`config.mk`:
```
export PLATFORM = sky130hd
export DESIGN_NAME = cspr_setpoint_regs
export DESIGN_NICKNAME = d
export VERILOG_FILES = /design/src/cspr_pkg.sv /design/src/cspr_i2c_target.sv /design/src/cspr_ocp_timer.sv /design/src/cspr_setpoint_regs.sv
export SDC_FILE = /design/constraint.sdc
export NUM_CORES = 1
export LEC_CHECK = 0
export ABC_AREA = 1
export BUFFER_PORTS_ARGS = -buffer_cell sky130_fd_sc_hd__buf_2
export CORE_MARGIN = 2
export CORE_UTILIZATION = 61
export DETAILED_ROUTE_END_ITERATION = 12
export MAX_ROUTING_LAYER = met4
export PLACE_DENSITY = 0.8
export SLEW_MARGIN = 20
export SYNTH_ARGS = -nofsm -noshare
export SYNTH_HDL_FRONTEND = slang
export SYNTH_SLANG_ARGS = --single-unit
```
`constraint.sdc`:
```
create_clock -name i_mclk -period 7.4 [get_ports i_mclk]
set_input_delay 1.48 -clock i_mclk [delete_from_list [all_inputs] [get_ports i_mclk]]
set_output_delay 1.48 -clock i_mclk [all_outputs]
set_load 0.01 [all_outputs]
```
`src/cspr_pkg.sv`:
```
// Constants, register map and types shared by the setpoint register bank
`default_nettype none
package cspr_pkg;

  // ----------------------------------------------------------------
  // Register map
  // ----------------------------------------------------------------
  localparam logic [7:0] ADDR_REF_LO = 8'h00;
  localparam logic [7:0] ADDR_REF_HI = 8'h01;
  localparam logic [7:0] ADDR_CAP = 8'h02;
  localparam logic [7:0] ADDR_RAMP = 8'h03;
  localparam logic [7:0] ADDR_LAST = 8'h03;

  // ----------------------------------------------------------------
  // Reset values and field positions
  // ----------------------------------------------------------------
  localparam logic [7:0] RST_REF_LO = 8'ha4;
  localparam logic [2:0] RST_REF_HI = 3'h1;
  localparam logic [7:0] RST_CAP = 8'he4;
  localparam logic [1:0] RST_DLY = 2'h0;
  localparam logic [1:0] RST_RATE = 2'h1;
  localparam int CAP_EN_BIT = 7;
  localparam int DLY_LSB = 4;
  localparam int RATE_LSB = 0;
  localparam int REF_HI_W = 3;
  localparam int CODE_W = 11;

  // ----------------------------------------------------------------
  // Analog scaling (reference in units of 0.1 uV, cap in uV)
  // ----------------------------------------------------------------
  localparam logic [23:0] VREF_BASE_DUV = 24'h06ddd0;
  localparam logic [23:0] VREF_LSB_DUV = 24'h00160d;
  localparam logic [10:0] VREF_TOP_CODE = 11'h7fe;
  localparam logic [23:0] VREF_TOP_DUV = 24'hb719b6;
  localparam logic [15:0] CAP_LSB_UV = 16'h01f4;

  // ----------------------------------------------------------------
  // Timing at the system clock
  // ----------------------------------------------------------------
  localparam int CLK_MHZ = 40;
  localparam int OCP_DLY0_US = 128;
  localparam int OCP_DLY1_US = 3072;
  localparam int OCP_DLY2_US = 6144;
  localparam int OCP_DLY3_US = 12288;
  localparam int OCP_DLY0_CYC = OCP_DLY0_US * CLK_MHZ;
  localparam int OCP_DLY1_CYC = OCP_DLY1_US * CLK_MHZ;
  localparam int OCP_DLY2_CYC = OCP_DLY2_US * CLK_MHZ;
  localparam int OCP_DLY3_CYC = OCP_DLY3_US * CLK_MHZ;
  localparam int OCP_CNT_W = 20;
  // Slew rates in uV/us; one code step is 564500 nV
  localparam int REF_LSB_NV = 564500;
  localparam int RATE0_UV_US = 1250;
  localparam int RATE1_UV_US = 2500;
  localparam int RATE2_UV_US = 5000;
  localparam int RATE3_UV_US = 10000;
  // Least time per step, so round up
  localparam int STEP0_CYC = (REF_LSB_NV * CLK_MHZ + RATE0_UV_US * 1000 - 1) / (RATE0_UV_US * 1000);
  localparam int STEP1_CYC = (REF_LSB_NV * CLK_MHZ + RATE1_UV_US * 1000 - 1) / (RATE1_UV_US * 1000);
  localparam int STEP2_CYC = (REF_LSB_NV * CLK_MHZ + RATE2_UV_US * 1000 - 1) / (RATE2_UV_US * 1000);
  localparam int STEP3_CYC = (REF_LSB_NV * CLK_MHZ + RATE3_UV_US * 1000 - 1) / (RATE3_UV_US * 1000);
  localparam int STEP_W = 5;

  // ----------------------------------------------------------------
  // Serial target states
  // ----------------------------------------------------------------
  typedef enum logic [2:0] {
    ST_IDLE, ST_ADDR, ST_AACK, ST_WR, ST_WACK, ST_RD, ST_RACK
  } cspr_st_e;

endpackage : cspr_pkg
`default_nettype wire

```
`src/cspr_i2c_target.sv`:
```
// Two-wire serial target: framing, address match, byte shift and acknowledge
`default_nettype none
module cspr_i2c_target
  import cspr_pkg::*;
#(
  parameter logic [6:0] DEV_ADDR = 7'h74
) (
  // Clock and reset
  input wire logic i_mclk,
  input wire logic i_nrst,
  // Pins
  input wire logic i_scl,
  input wire logic i_sda,
  output logic o_sda_oe_n,
  // Register side
  input wire logic i_nack,
  input wire logic [7:0] i_rd_data,
  output logic o_wr,
  output logic o_wr_first,
  output logic [7:0] o_wr_data,
  output logic o_rd_next
);

  // ----------------------------------------------------------------
  // Pin synchronisers
  // ----------------------------------------------------------------
  logic [1:0] scl_s_q, sda_s_q;
  logic scl_p_q, sda_p_q;
  always_ff @(posedge i_mclk or negedge i_nrst) begin
    if (!i_nrst) begin
      scl_s_q <= 2'h3;
      sda_s_q <= 2'h3;
      scl_p_q <= 1'b1;
      sda_p_q <= 1'b1;
    end else begin
      scl_s_q <= {scl_s_q[0], i_scl};
      sda_s_q <= {sda_s_q[0], i_sda};
      scl_p_q <= scl_s_q[1];
      sda_p_q <= sda_s_q[1];
    end
  end
  logic scl, sda, rise, fall, start, stop;
  assign scl = scl_s_q[1];
  assign sda = sda_s_q[1];
  assign rise = scl & ~scl_p_q;
  assign fall = ~scl & scl_p_q;
  assign start = scl & scl_p_q & ~sda & sda_p_q;
  assign stop = scl & scl_p_q & sda & ~sda_p_q;

  // ----------------------------------------------------------------
  // Byte engine
  // ----------------------------------------------------------------
  cspr_st_e st_q, st_d;
  logic [3:0] cnt_q, cnt_d;
  logic [7:0] sh_q, sh_d;
  logic rw_q, rw_d, hnack_q, hnack_d, oen_q, oen_d;
  logic wr_q, wr_d, first_q, first_d, rdn_q, rdn_d;

  always_comb begin
    st_d = st_q;
    cnt_d = cnt_q;
    sh_d = sh_q;
    rw_d = rw_q;
    hnack_d = hnack_q;
    oen_d = oen_q;
    first_d = first_q;
    wr_d = 1'b0;
    rdn_d = 1'b0;
    if (start) begin
      st_d = ST_ADDR;
      cnt_d = 4'h0;
      oen_d = 1'b1;
      first_d = 1'b1;
    end else if (stop) begin
      st_d = ST_IDLE;
      oen_d = 1'b1;
    end else begin
      case (st_q)
        ST_IDLE: begin
          oen_d = 1'b1;
        end
        ST_ADDR: begin
          if (rise) begin
            sh_d = {sh_q[6:0], sda};
            cnt_d = cnt_q + 4'h1;
          end else if (fall && cnt_q == 4'h8) begin
            if (sh_q[7:1] == DEV_ADDR) begin
              oen_d = 1'b0;
              rw_d = sh_q[0];
              st_d = ST_AACK;
            end else begin
              st_d = ST_IDLE;
            end
          end
        end
        ST_AACK: begin
          if (fall) begin
            if (rw_q) begin
              sh_d = i_rd_data;
              oen_d = i_rd_data[7];
              cnt_d = 4'h1;
              st_d = ST_RD;
            end else begin
              oen_d = 1'b1;
              cnt_d = 4'h0;
              st_d = ST_WR;
            end
          end
        end
        ST_WR: begin
          if (rise) begin
            sh_d = {sh_q[6:0], sda};
            cnt_d = cnt_q + 4'h1;
            wr_d = (cnt_q == 4'h7);
          end else if (fall && cnt_q == 4'h8) begin
            // Undefined register: leave the line released and drop out
            if (i_nack) begin
              st_d = ST_IDLE;
            end else begin
              oen_d = 1'b0;
              st_d = ST_WACK;
            end
          end
        end
        ST_WACK: begin
          if (fall) begin
            oen_d = 1'b1;
            cnt_d = 4'h0;
            first_d = 1'b0;
            st_d = ST_WR;
          end
        end
        ST_RD: begin
          if (fall) begin
            if (cnt_q == 4'h8) begin
              oen_d = 1'b1;
              rdn_d = 1'b1;
              st_d = ST_RACK;
            end else begin
              sh_d = {sh_q[6:0], 1'b0};
              oen_d = sh_q[6];
              cnt_d = cnt_q + 4'h1;
            end
          end
        end
        ST_RACK: begin
          if (rise) begin
            hnack_d = sda;
          end else if (fall) begin
            if (hnack_q) begin
              st_d = ST_IDLE;
            end else begin
              sh_d = i_rd_data;
              oen_d = i_rd_data[7];
              cnt_d = 4'h1;
              st_d = ST_RD;
            end
          end
        end
        default: begin
          st_d = ST_IDLE;
        end
      endcase
    end
  end

  always_ff @(posedge i_mclk or negedge i_nrst) begin
    if (!i_nrst) begin
      st_q <= ST_IDLE;
      cnt_q <= 4'h0;
      sh_q <= 8'h00;
      rw_q <= 1'b0;
      hnack_q <= 1'b0;
      oen_q <= 1'b1;
      wr_q <= 1'b0;
      first_q <= 1'b0;
      rdn_q <= 1'b0;
    end else begin
      st_q <= st_d;
      cnt_q <= cnt_d;
      sh_q <= sh_d;
      rw_q <= rw_d;
      hnack_q <= hnack_d;
      oen_q <= oen_d;
      wr_q <= wr_d;
      first_q <= first_d;
      rdn_q <= rdn_d;
    end
  end

  assign o_sda_oe_n = oen_q;
  assign o_wr = wr_q;
  assign o_wr_first = first_q;
  assign o_wr_data = sh_q;
  assign o_rd_next = rdn_q;

endmodule : cspr_i2c_target
`default_nettype wire

```
`src/cspr_ocp_timer.sv`:
```
// Overcurrent response timer: holds off the current cap for a set delay
`default_nettype none
module cspr_ocp_timer
  import cspr_pkg::*;
#(
  parameter int CW = OCP_CNT_W
) (
  // Clock and reset
  input wire logic i_mclk,
  input wire logic i_nrst,
  // Control
  input wire logic i_overcurrent,
  input wire logic i_en,
  input wire logic [CW-1:0] i_dly_cyc,
  // Result
  output logic o_limit
);

  logic [1:0] ovc_s_q;
  logic [CW-1:0] cnt_q, cnt_d;
  logic lim_q, lim_d;

  always_comb begin
    cnt_d = cnt_q;
    lim_d = lim_q;
    // Any gap in the overcurrent restarts the wait
    if (!i_en || !ovc_s_q[1]) begin
      cnt_d = '0;
      lim_d = 1'b0;
    end else if (cnt_q == i_dly_cyc) begin
      lim_d = 1'b1;
    end else begin
      cnt_d = cnt_q + 1'b1;
    end
  end

  always_ff @(posedge i_mclk or negedge i_nrst) begin
    if (!i_nrst) begin
      ovc_s_q <= 2'h0;
      cnt_q <= '0;
      lim_q <= 1'b0;
    end else begin
      ovc_s_q <= {ovc_s_q[0], i_overcurrent};
      cnt_q <= cnt_d;
      lim_q <= lim_d;
    end
  end

  assign o_limit = lim_q;

endmodule : cspr_ocp_timer
`default_nettype wire

```
`src/cspr_setpoint_regs.sv`:
```
// Converter setpoint register bank behind a two-wire serial target port
`default_nettype none
module cspr_setpoint_regs
  import cspr_pkg::*;
#(
  parameter logic [6:0] DEV_ADDR = 7'h74,
  parameter int OCP_DLY0 = OCP_DLY0_CYC,
  parameter int OCP_DLY1 = OCP_DLY1_CYC,
  parameter int OCP_DLY2 = OCP_DLY2_CYC,
  parameter int OCP_DLY3 = OCP_DLY3_CYC
) (
  // Clock and reset
  input wire logic i_mclk,
  input wire logic i_nrst,
  // Serial port pins
  input wire logic i_scl,
  input wire logic i_sda,
  output logic o_sda,
  output logic o_sda_oe_n,
  // Current sense comparator
  input wire logic i_overcurrent,
  // Reference to the regulation loop
  output logic [CODE_W-1:0] o_vref_code,
  output logic [23:0] o_vref_duv,
  output logic o_ramp_busy,
  output logic [1:0] o_ramp_rate_select,
  // Current cap to the regulation loop
  output logic o_climit_en,
  output logic [6:0] o_climit_thr,
  output logic [15:0] o_climit_uv,
  output logic [1:0] o_overcurrent_response_delay,
  output logic o_climit_active
);

  // ----------------------------------------------------------------
  // Helpers
  // ----------------------------------------------------------------
  function automatic logic [7:0] rd_byte(input logic [7:0] ptr, input logic [7:0] lo,
                                         input logic [2:0] hi, input logic [7:0] cap,
                                         input logic [1:0] dly, input logic [1:0] rate);
    case (ptr)
      ADDR_REF_LO: rd_byte = lo;
      ADDR_REF_HI: rd_byte = {5'h00, hi};
      ADDR_CAP: rd_byte = cap;
      ADDR_RAMP: rd_byte = {2'h0, dly, 2'h0, rate};
      default: rd_byte = 8'h00;
    endcase
  endfunction : rd_byte

  function automatic logic [STEP_W-1:0] step_cyc(input logic [1:0] rate);
    case (rate)
      2'h0: step_cyc = STEP_W'(STEP0_CYC);
      2'h1: step_cyc = STEP_W'(STEP1_CYC);
      2'h2: step_cyc = STEP_W'(STEP2_CYC);
      default: step_cyc = STEP_W'(STEP3_CYC);
    endcase
  endfunction : step_cyc

  // ----------------------------------------------------------------
  // Serial target
  // ----------------------------------------------------------------
  logic wr, wr_first, rd_next;
  logic [7:0] wr_data, rd_data;
  logic bad_q, bad_d;

  cspr_i2c_target #(
    .DEV_ADDR(DEV_ADDR)
  ) u_port (
    .i_mclk(i_mclk),
    .i_nrst(i_nrst),
    .i_scl(i_scl),
    .i_sda(i_sda),
    .o_sda_oe_n(o_sda_oe_n),
    .i_nack(bad_q),
    .i_rd_data(rd_data),
    .o_wr(wr),
    .o_wr_first(wr_first),
    .o_wr_data(wr_data),
    .o_rd_next(rd_next)
  );

  // Open-drain line: only ever pulled low
  assign o_sda = 1'b0;

  // ----------------------------------------------------------------
  // Register file
  // ----------------------------------------------------------------
  logic [7:0] ptr_q, ptr_d;
  logic [7:0] lo_q, lo_d;
  logic [REF_HI_W-1:0] hi_q, hi_d;
  logic [7:0] cap_q, cap_d;
  logic [1:0] dly_q, dly_d;
  logic [1:0] rate_q, rate_d;
  logic [CODE_W-1:0] tgt_q, tgt_d;

  assign rd_data = rd_byte(ptr_q, lo_q, hi_q, cap_q, dly_q, rate_q);

  always_comb begin
    ptr_d = ptr_q;
    bad_d = bad_q;
    lo_d = lo_q;
    hi_d = hi_q;
    cap_d = cap_q;
    dly_d = dly_q;
    rate_d = rate_q;
    tgt_d = tgt_q;
    if (wr && wr_first) begin
      ptr_d = wr_data;
      bad_d = (wr_data > ADDR_LAST);
    end else if (wr) begin
      bad_d = (ptr_q > ADDR_LAST);
      ptr_d = ptr_q + 8'h01;
      case (ptr_q)
        ADDR_REF_LO: lo_d = wr_data;
        ADDR_REF_HI: begin
          // The new code takes effect only on the high byte, so a half-written
          // setpoint never reaches the loop
          hi_d = wr_data[REF_HI_W-1:0];
          tgt_d = {wr_data[REF_HI_W-1:0], lo_q};
        end
        ADDR_CAP: cap_d = wr_data;
        ADDR_RAMP: begin
          dly_d = wr_data[DLY_LSB+:2];
          rate_d = wr_data[RATE_LSB+:2];
        end
        default: ;
      endcase
    end else if (rd_next) begin
      ptr_d = ptr_q + 8'h01;
    end
  end

  always_ff @(posedge i_mclk or negedge i_nrst) begin
    if (!i_nrst) begin
      ptr_q <= 8'h00;
      bad_q <= 1'b0;
      lo_q <= RST_REF_LO;
      hi_q <= RST_REF_HI;
      cap_q <= RST_CAP;
      dly_q <= RST_DLY;
      rate_q <= RST_RATE;
      tgt_q <= {RST_REF_HI, RST_REF_LO};
    end else begin
      ptr_q <= ptr_d;
      bad_q <= bad_d;
      lo_q <= lo_d;
      hi_q <= hi_d;
      cap_q <= cap_d;
      dly_q <= dly_d;
      rate_q <= rate_d;
      tgt_q <= tgt_d;
    end
  end

  // ----------------------------------------------------------------
  // Reference ramp
  // ----------------------------------------------------------------
  logic [CODE_W-1:0] code_q, code_d;
  logic [STEP_W-1:0] stp_q, stp_d;
  logic [23:0] vref_q, vref_d;
  logic [15:0] cuv_q, cuv_d;
  logic busy_q, busy_d;

  always_comb begin
    code_d = code_q;
    stp_d = stp_q;
    // One code step per interval bounds the output slew
    if (code_q == tgt_q) begin
      stp_d = '0;
    end else if (stp_q == '0) begin
      code_d = (tgt_q > code_q) ? code_q + 1'b1 : code_q - 1'b1;
      stp_d = step_cyc(rate_q) - 1'b1;
    end else begin
      stp_d = stp_q - 1'b1;
    end
    vref_d = VREF_BASE_DUV + 24'(code_q) * VREF_LSB_DUV;
    cuv_d = 16'(cap_q[6:0]) * CAP_LSB_UV;
    busy_d = (stp_d != '0);
  end

  always_ff @(posedge i_mclk or negedge i_nrst) begin
    if (!i_nrst) begin
      code_q <= {RST_REF_HI, RST_REF_LO};
      stp_q <= '0;
      vref_q <= VREF_BASE_DUV;
      cuv_q <= 16'h0000;
      busy_q <= 1'b0;
    end else begin
      code_q <= code_d;
      stp_q <= stp_d;
      vref_q <= vref_d;
      cuv_q <= cuv_d;
      busy_q <= busy_d;
    end
  end

  // ----------------------------------------------------------------
  // Overcurrent response
  // ----------------------------------------------------------------
  logic [OCP_CNT_W-1:0] dly_cyc;
  always_comb begin
    case (dly_q)
      2'h0: dly_cyc = OCP_CNT_W'(OCP_DLY0);
      2'h1: dly_cyc = OCP_CNT_W'(OCP_DLY1);
      2'h2: dly_cyc = OCP_CNT_W'(OCP_DLY2);
      default: dly_cyc = OCP_CNT_W'(OCP_DLY3);
    endcase
  end

  cspr_ocp_timer #(
    .CW(OCP_CNT_W)
  ) u_ocp (
    .i_mclk(i_mclk),
    .i_nrst(i_nrst),
    .i_overcurrent(i_overcurrent),
    .i_en(cap_q[CAP_EN_BIT]),
    .i_dly_cyc(dly_cyc),
    .o_limit(o_climit_active)
  );

  // ----------------------------------------------------------------
  // Outputs
  // ----------------------------------------------------------------
  assign o_vref_code = code_q;
  assign o_vref_duv = vref_q;
  assign o_ramp_busy = busy_q;
  assign o_ramp_rate_select = rate_q;
  assign o_climit_en = cap_q[CAP_EN_BIT];
  assign o_climit_thr = cap_q[6:0];
  assign o_climit_uv = cuv_q;
  assign o_overcurrent_response_delay = dly_q;
endmodule : cspr_setpoint_regs
`default_nettype wire

```
==> summary.md <==
| Metric | Value |
|---|---|
| Global Route Usage Sum | 0.271 |
| Die width | ~140 µm |
| Grt ovf | 0 |
| Async SR Flop Fraction | 1.00 |
| Synthesis-stage register bit count | between 100 and 150 |
| Post-synth EDFFs | 0 |
| CP Data Required Time | slightly below 8 ns |
| Final worst path period share | 0.585 |
| Post-Syn Area | roughly 11,000 µm² |
| Number of global-route vias before repair | between 9,000 and 10,000 |
| Antenna-violating nets left | 0 |
| Hold buffer count at cts | 0 |
| Row count | 50 |
| Status | completed |
| Critical Path Start Type | register |
| Worst IR Drop VDD | 0.000172 V |
| Crit. End Element | register |
| Sequential area share after synthesis | 0.321 |
| Pre-antenna DRT Iters | 6 |
| Maxcap violations | 0 |
| Ys flop type | dfrtp_1 |
| Final instance area | around 13,000 µm² |
| Clock sinks | between 100 and 150 |
| DRT iter0 DRCs | 601 |
| CP Max Fanout | 9 |
| Worst Path Arrival | 4.64 ns |
| Final slew viol count | 0 |
| Ports | 72 |
| Tightest Pin Transition | 0.869 ns |
| # DRC | 0 |
| Clock-pin slew on the worst setup and hold paths | around 0.06 ns |
| Overall die height | 141 µm |
| Area grow syn2layout | 9.99% |
| CTS tree | done |
| Max Freq | 231 MHz |
| CTS max path bufs | 2 |
| Vias per std cell | between 5 and 6 |
| Syn Area/Cell | between 8 and 9 µm² |
| Post-CTS Setup Bufs | 0 |
| Placer Congestion | roughly 0.99 |
| Post-DP HPWL | around 19 mm |
| Die area | just under 20,000 µm² |
| Starting Density | 0.615 |
| WL/cell | around 15 µm |
| Largest net degree at the start of global routing | 78 |
| Initial antenna violation count | 0 |
| Core area | roughly 19,000 µm² |
| Ys Warns | 0 |
| Final hold slack | 0.355 ns |
| Root Buffer Master | clkbuf_16 |
| Pwr dens | 158 nW/µm² |
| RSZ-0062 raised after global routing | no |
| CTS Buf Count | 17 |
| Layout Nets | 1,652 |
| Clock Latency Late Sink | approximately 0.43 ns |
| IO buf count | 68 |
| Slew headroom | 0.421 |
| Setup violations, final | 0 |
| Tmin final | 4.33 ns |
| Setup CP Type | reg2reg |
| Share of cells above drive strength 1 | 0.126 |
| Final hold viol count | 0 |
| Vias after detailed routing | approximately 9,000 |
| Netlist cell types | 54 |
| Final WL | 24.9 mm |
| P_leak | 6.95 nW |
| Cts repair resizes | 0 |
| H-tree levels | 4 |
| TNS Setup | 0 ns |
| Cell count after synthesis | about 1,400 |
| First-pass GRT wire length | about 42 mm |
| Diodes inserted | 0 |
| Worst Hold Class | reg2reg |
| Dpl cell area | roughly 12,000 µm² |
| Clk_skew | approximately 0.0077 ns |
worst paths after layout:
check	from	to	slack, ns	cells after the start
max reg2reg	o_vref_code[9]	o_vref_duv[19]	3.07	16
min	u_port.scl_s_q[0]	u_port.scl_s_q[1]	0.35	0
min reg2reg	u_port.scl_s_q[0]	u_port.scl_s_q[1]	0.35	0
max in group asynchronous	i_nrst	u_port.st_q[1]	4.99	2
min in group asynchronous	i_nrst	o_vref_duv[23]	1.07	1
max	o_vref_code[9]	o_vref_duv[19]	3.07	16
cell usage after synthesis (4+ instances only):
cell / count / area (µm²)
a21o_1: 8 / 60.1
a21oi_1: 58 / 290
a31oi_1: 4 / 25.0
buf_2: 4 / 20.0
buf_4: 10 / 75.1
clkbuf_1: 4 / 15.0
dfrtp_1: 111 / 2780
dfstp_2: 34 / 893
fa_1: 49 / 981
ha_1: 144 / 1800
inv_1: 223 / 837
inv_2: 17 / 63.8
mux2_1: 7 / 78.8
nand2_1: 281 / 1050
nand2_2: 6 / 37.5
nand3_1: 109 / 546
nand3_2: 5 / 50.1
nand3b_1: 4 / 30.0
nand4_1: 19 / 119
nor2_1: 99 / 372
nor2_4: 6 / 67.6
nor3_1: 18 / 90.1
o21a_1: 5 / 37.5
o21ai_0: 48 / 240
o21ai_1: 26 / 130
o21bai_1: 7 / 52.6
xnor2_1: 15 / 131
xor2_1: 28 / 245
routing by layer:
layer	wire (µm)	up-vias	share of wire	global-route usage
met5	0	-	0	-
met4	444	0	0.018	0.0779
met3	1370	46	0.055	0.0465
met2	11700	280	0.47	0.439
met1	11400	4303	0.46	0.355
li1	-	4590	-	-
cell families after synthesis:
logic type / Yosys count / synth area share
and+or+nand+nor: 565 / 0.221
buffers and inverters: 265 / 0.0939
adders and majority gates: 193 / 0.243
AOI/OAI and AO/OA: 166 / 0.0810
DFF: 145 / 0.321
xor gates and xnor gates: 43 / 0.0329
muxes: 7 / 0.00689
other: 1 / 0.000328
where the power goes:
part | leakage (nW) | internal (mW) | switching (mW)
clock | 0.303 | 0.584 | 0.348
combinational | 4.76 | 0.0580 | 0.155
sequential | 1.89 | 0.820 | 0.0247
total | 6.95 | 1.46 | 0.527
area by class of cell:
| class | count | area (µm²) |
|---|---|---|
| multi-input cells | 977 | 6700 |
| fillers | 1524 | 6000 |
| flip-flops and latches | 145 | 3670 |
| inverters | 244 | 926 |
| clock buffers | 20 | 457 |
| repair buffers | 69 | 354 |
| well taps | 234 | 293 |
| clock inverters | 12 | 179 |
state kept, by name, summed over array words and instances, names as in the netlist, 2 cells and up:
signal                        cells
stp_q                             5
tgt_q                             9
o_vref_code                      11
ptr_q                             8
o_overcurrent_response_delay      2
lo_q                              8
o_vref_duv                       24
cap_q                             8
o_climit_uv                      14
u_port.cnt_q                      4
hi_q                              2
u_ocp.cnt_q                      20
u_ocp.ovc_s_q                     2
u_port.st_q                       3
u_port.o_wr_data                  8
u_port.scl_s_q                    2
u_port.sda_s_q                    2
o_ramp_rate_select                2
worst max-delay path, stage by stage, from the launching register on:
cell     delay, ns
dfrtp_1       0.59
inv_1         0.20
ha_1          0.35
xnor2_1       0.18
fa_1          0.54
inv_1         0.06
fa_1          0.54
inv_1         0.06
fa_1          0.50
ha_1          0.39
nand2_1       0.10
nand2_1       0.07
a21oi_1       0.18
inv_1         0.09
a21oi_1       0.14
nand2_1       0.07
xor2_1        0.14
per-stage QoR:
stage / setup slack [ns] / utilization / std cells / power (mW)
finish: 3.07 / 0.677 / 1701 / 1.99
global route: 2.69 / 0.677 / 1701 / 2.07
CTS: 3.08 / 0.677 / 1701 / 2.01
detailed placement: 3.11 / 0.643 / 1669 / 1.07
global placement: 3.24 / 0.643 / 1669 / 1.07
floorplan: 3.48 / - / 1387 / 1.02
cell usage in the layout (no fill, tap or decap), types with 6 or more instances in the layout:
master     synthesis  final
inv_2             17     17
ha_1             144    144
xnor2_1           15     15
nor2_4             6      6
fa_1              49     49
o21ai_1           26     26
nand4_1           19     19
dfstp_2           34     34
mux2_1             7      7
inv_1            223    223
a21oi_1           58     58
clkbuf_16          0     17
nand3_1          109    109
nand2_1          281    281
nor3_1            18     18
o21bai_1           7      7
dfrtp_1          111    111
buf_2              4     67
xor2_1            28     28
nor2_1            99     99
a21o_1             8      8
nand2_2            6      6
o21ai_0           48     48
No activity file was read; power rests on OpenSTA's default activity.
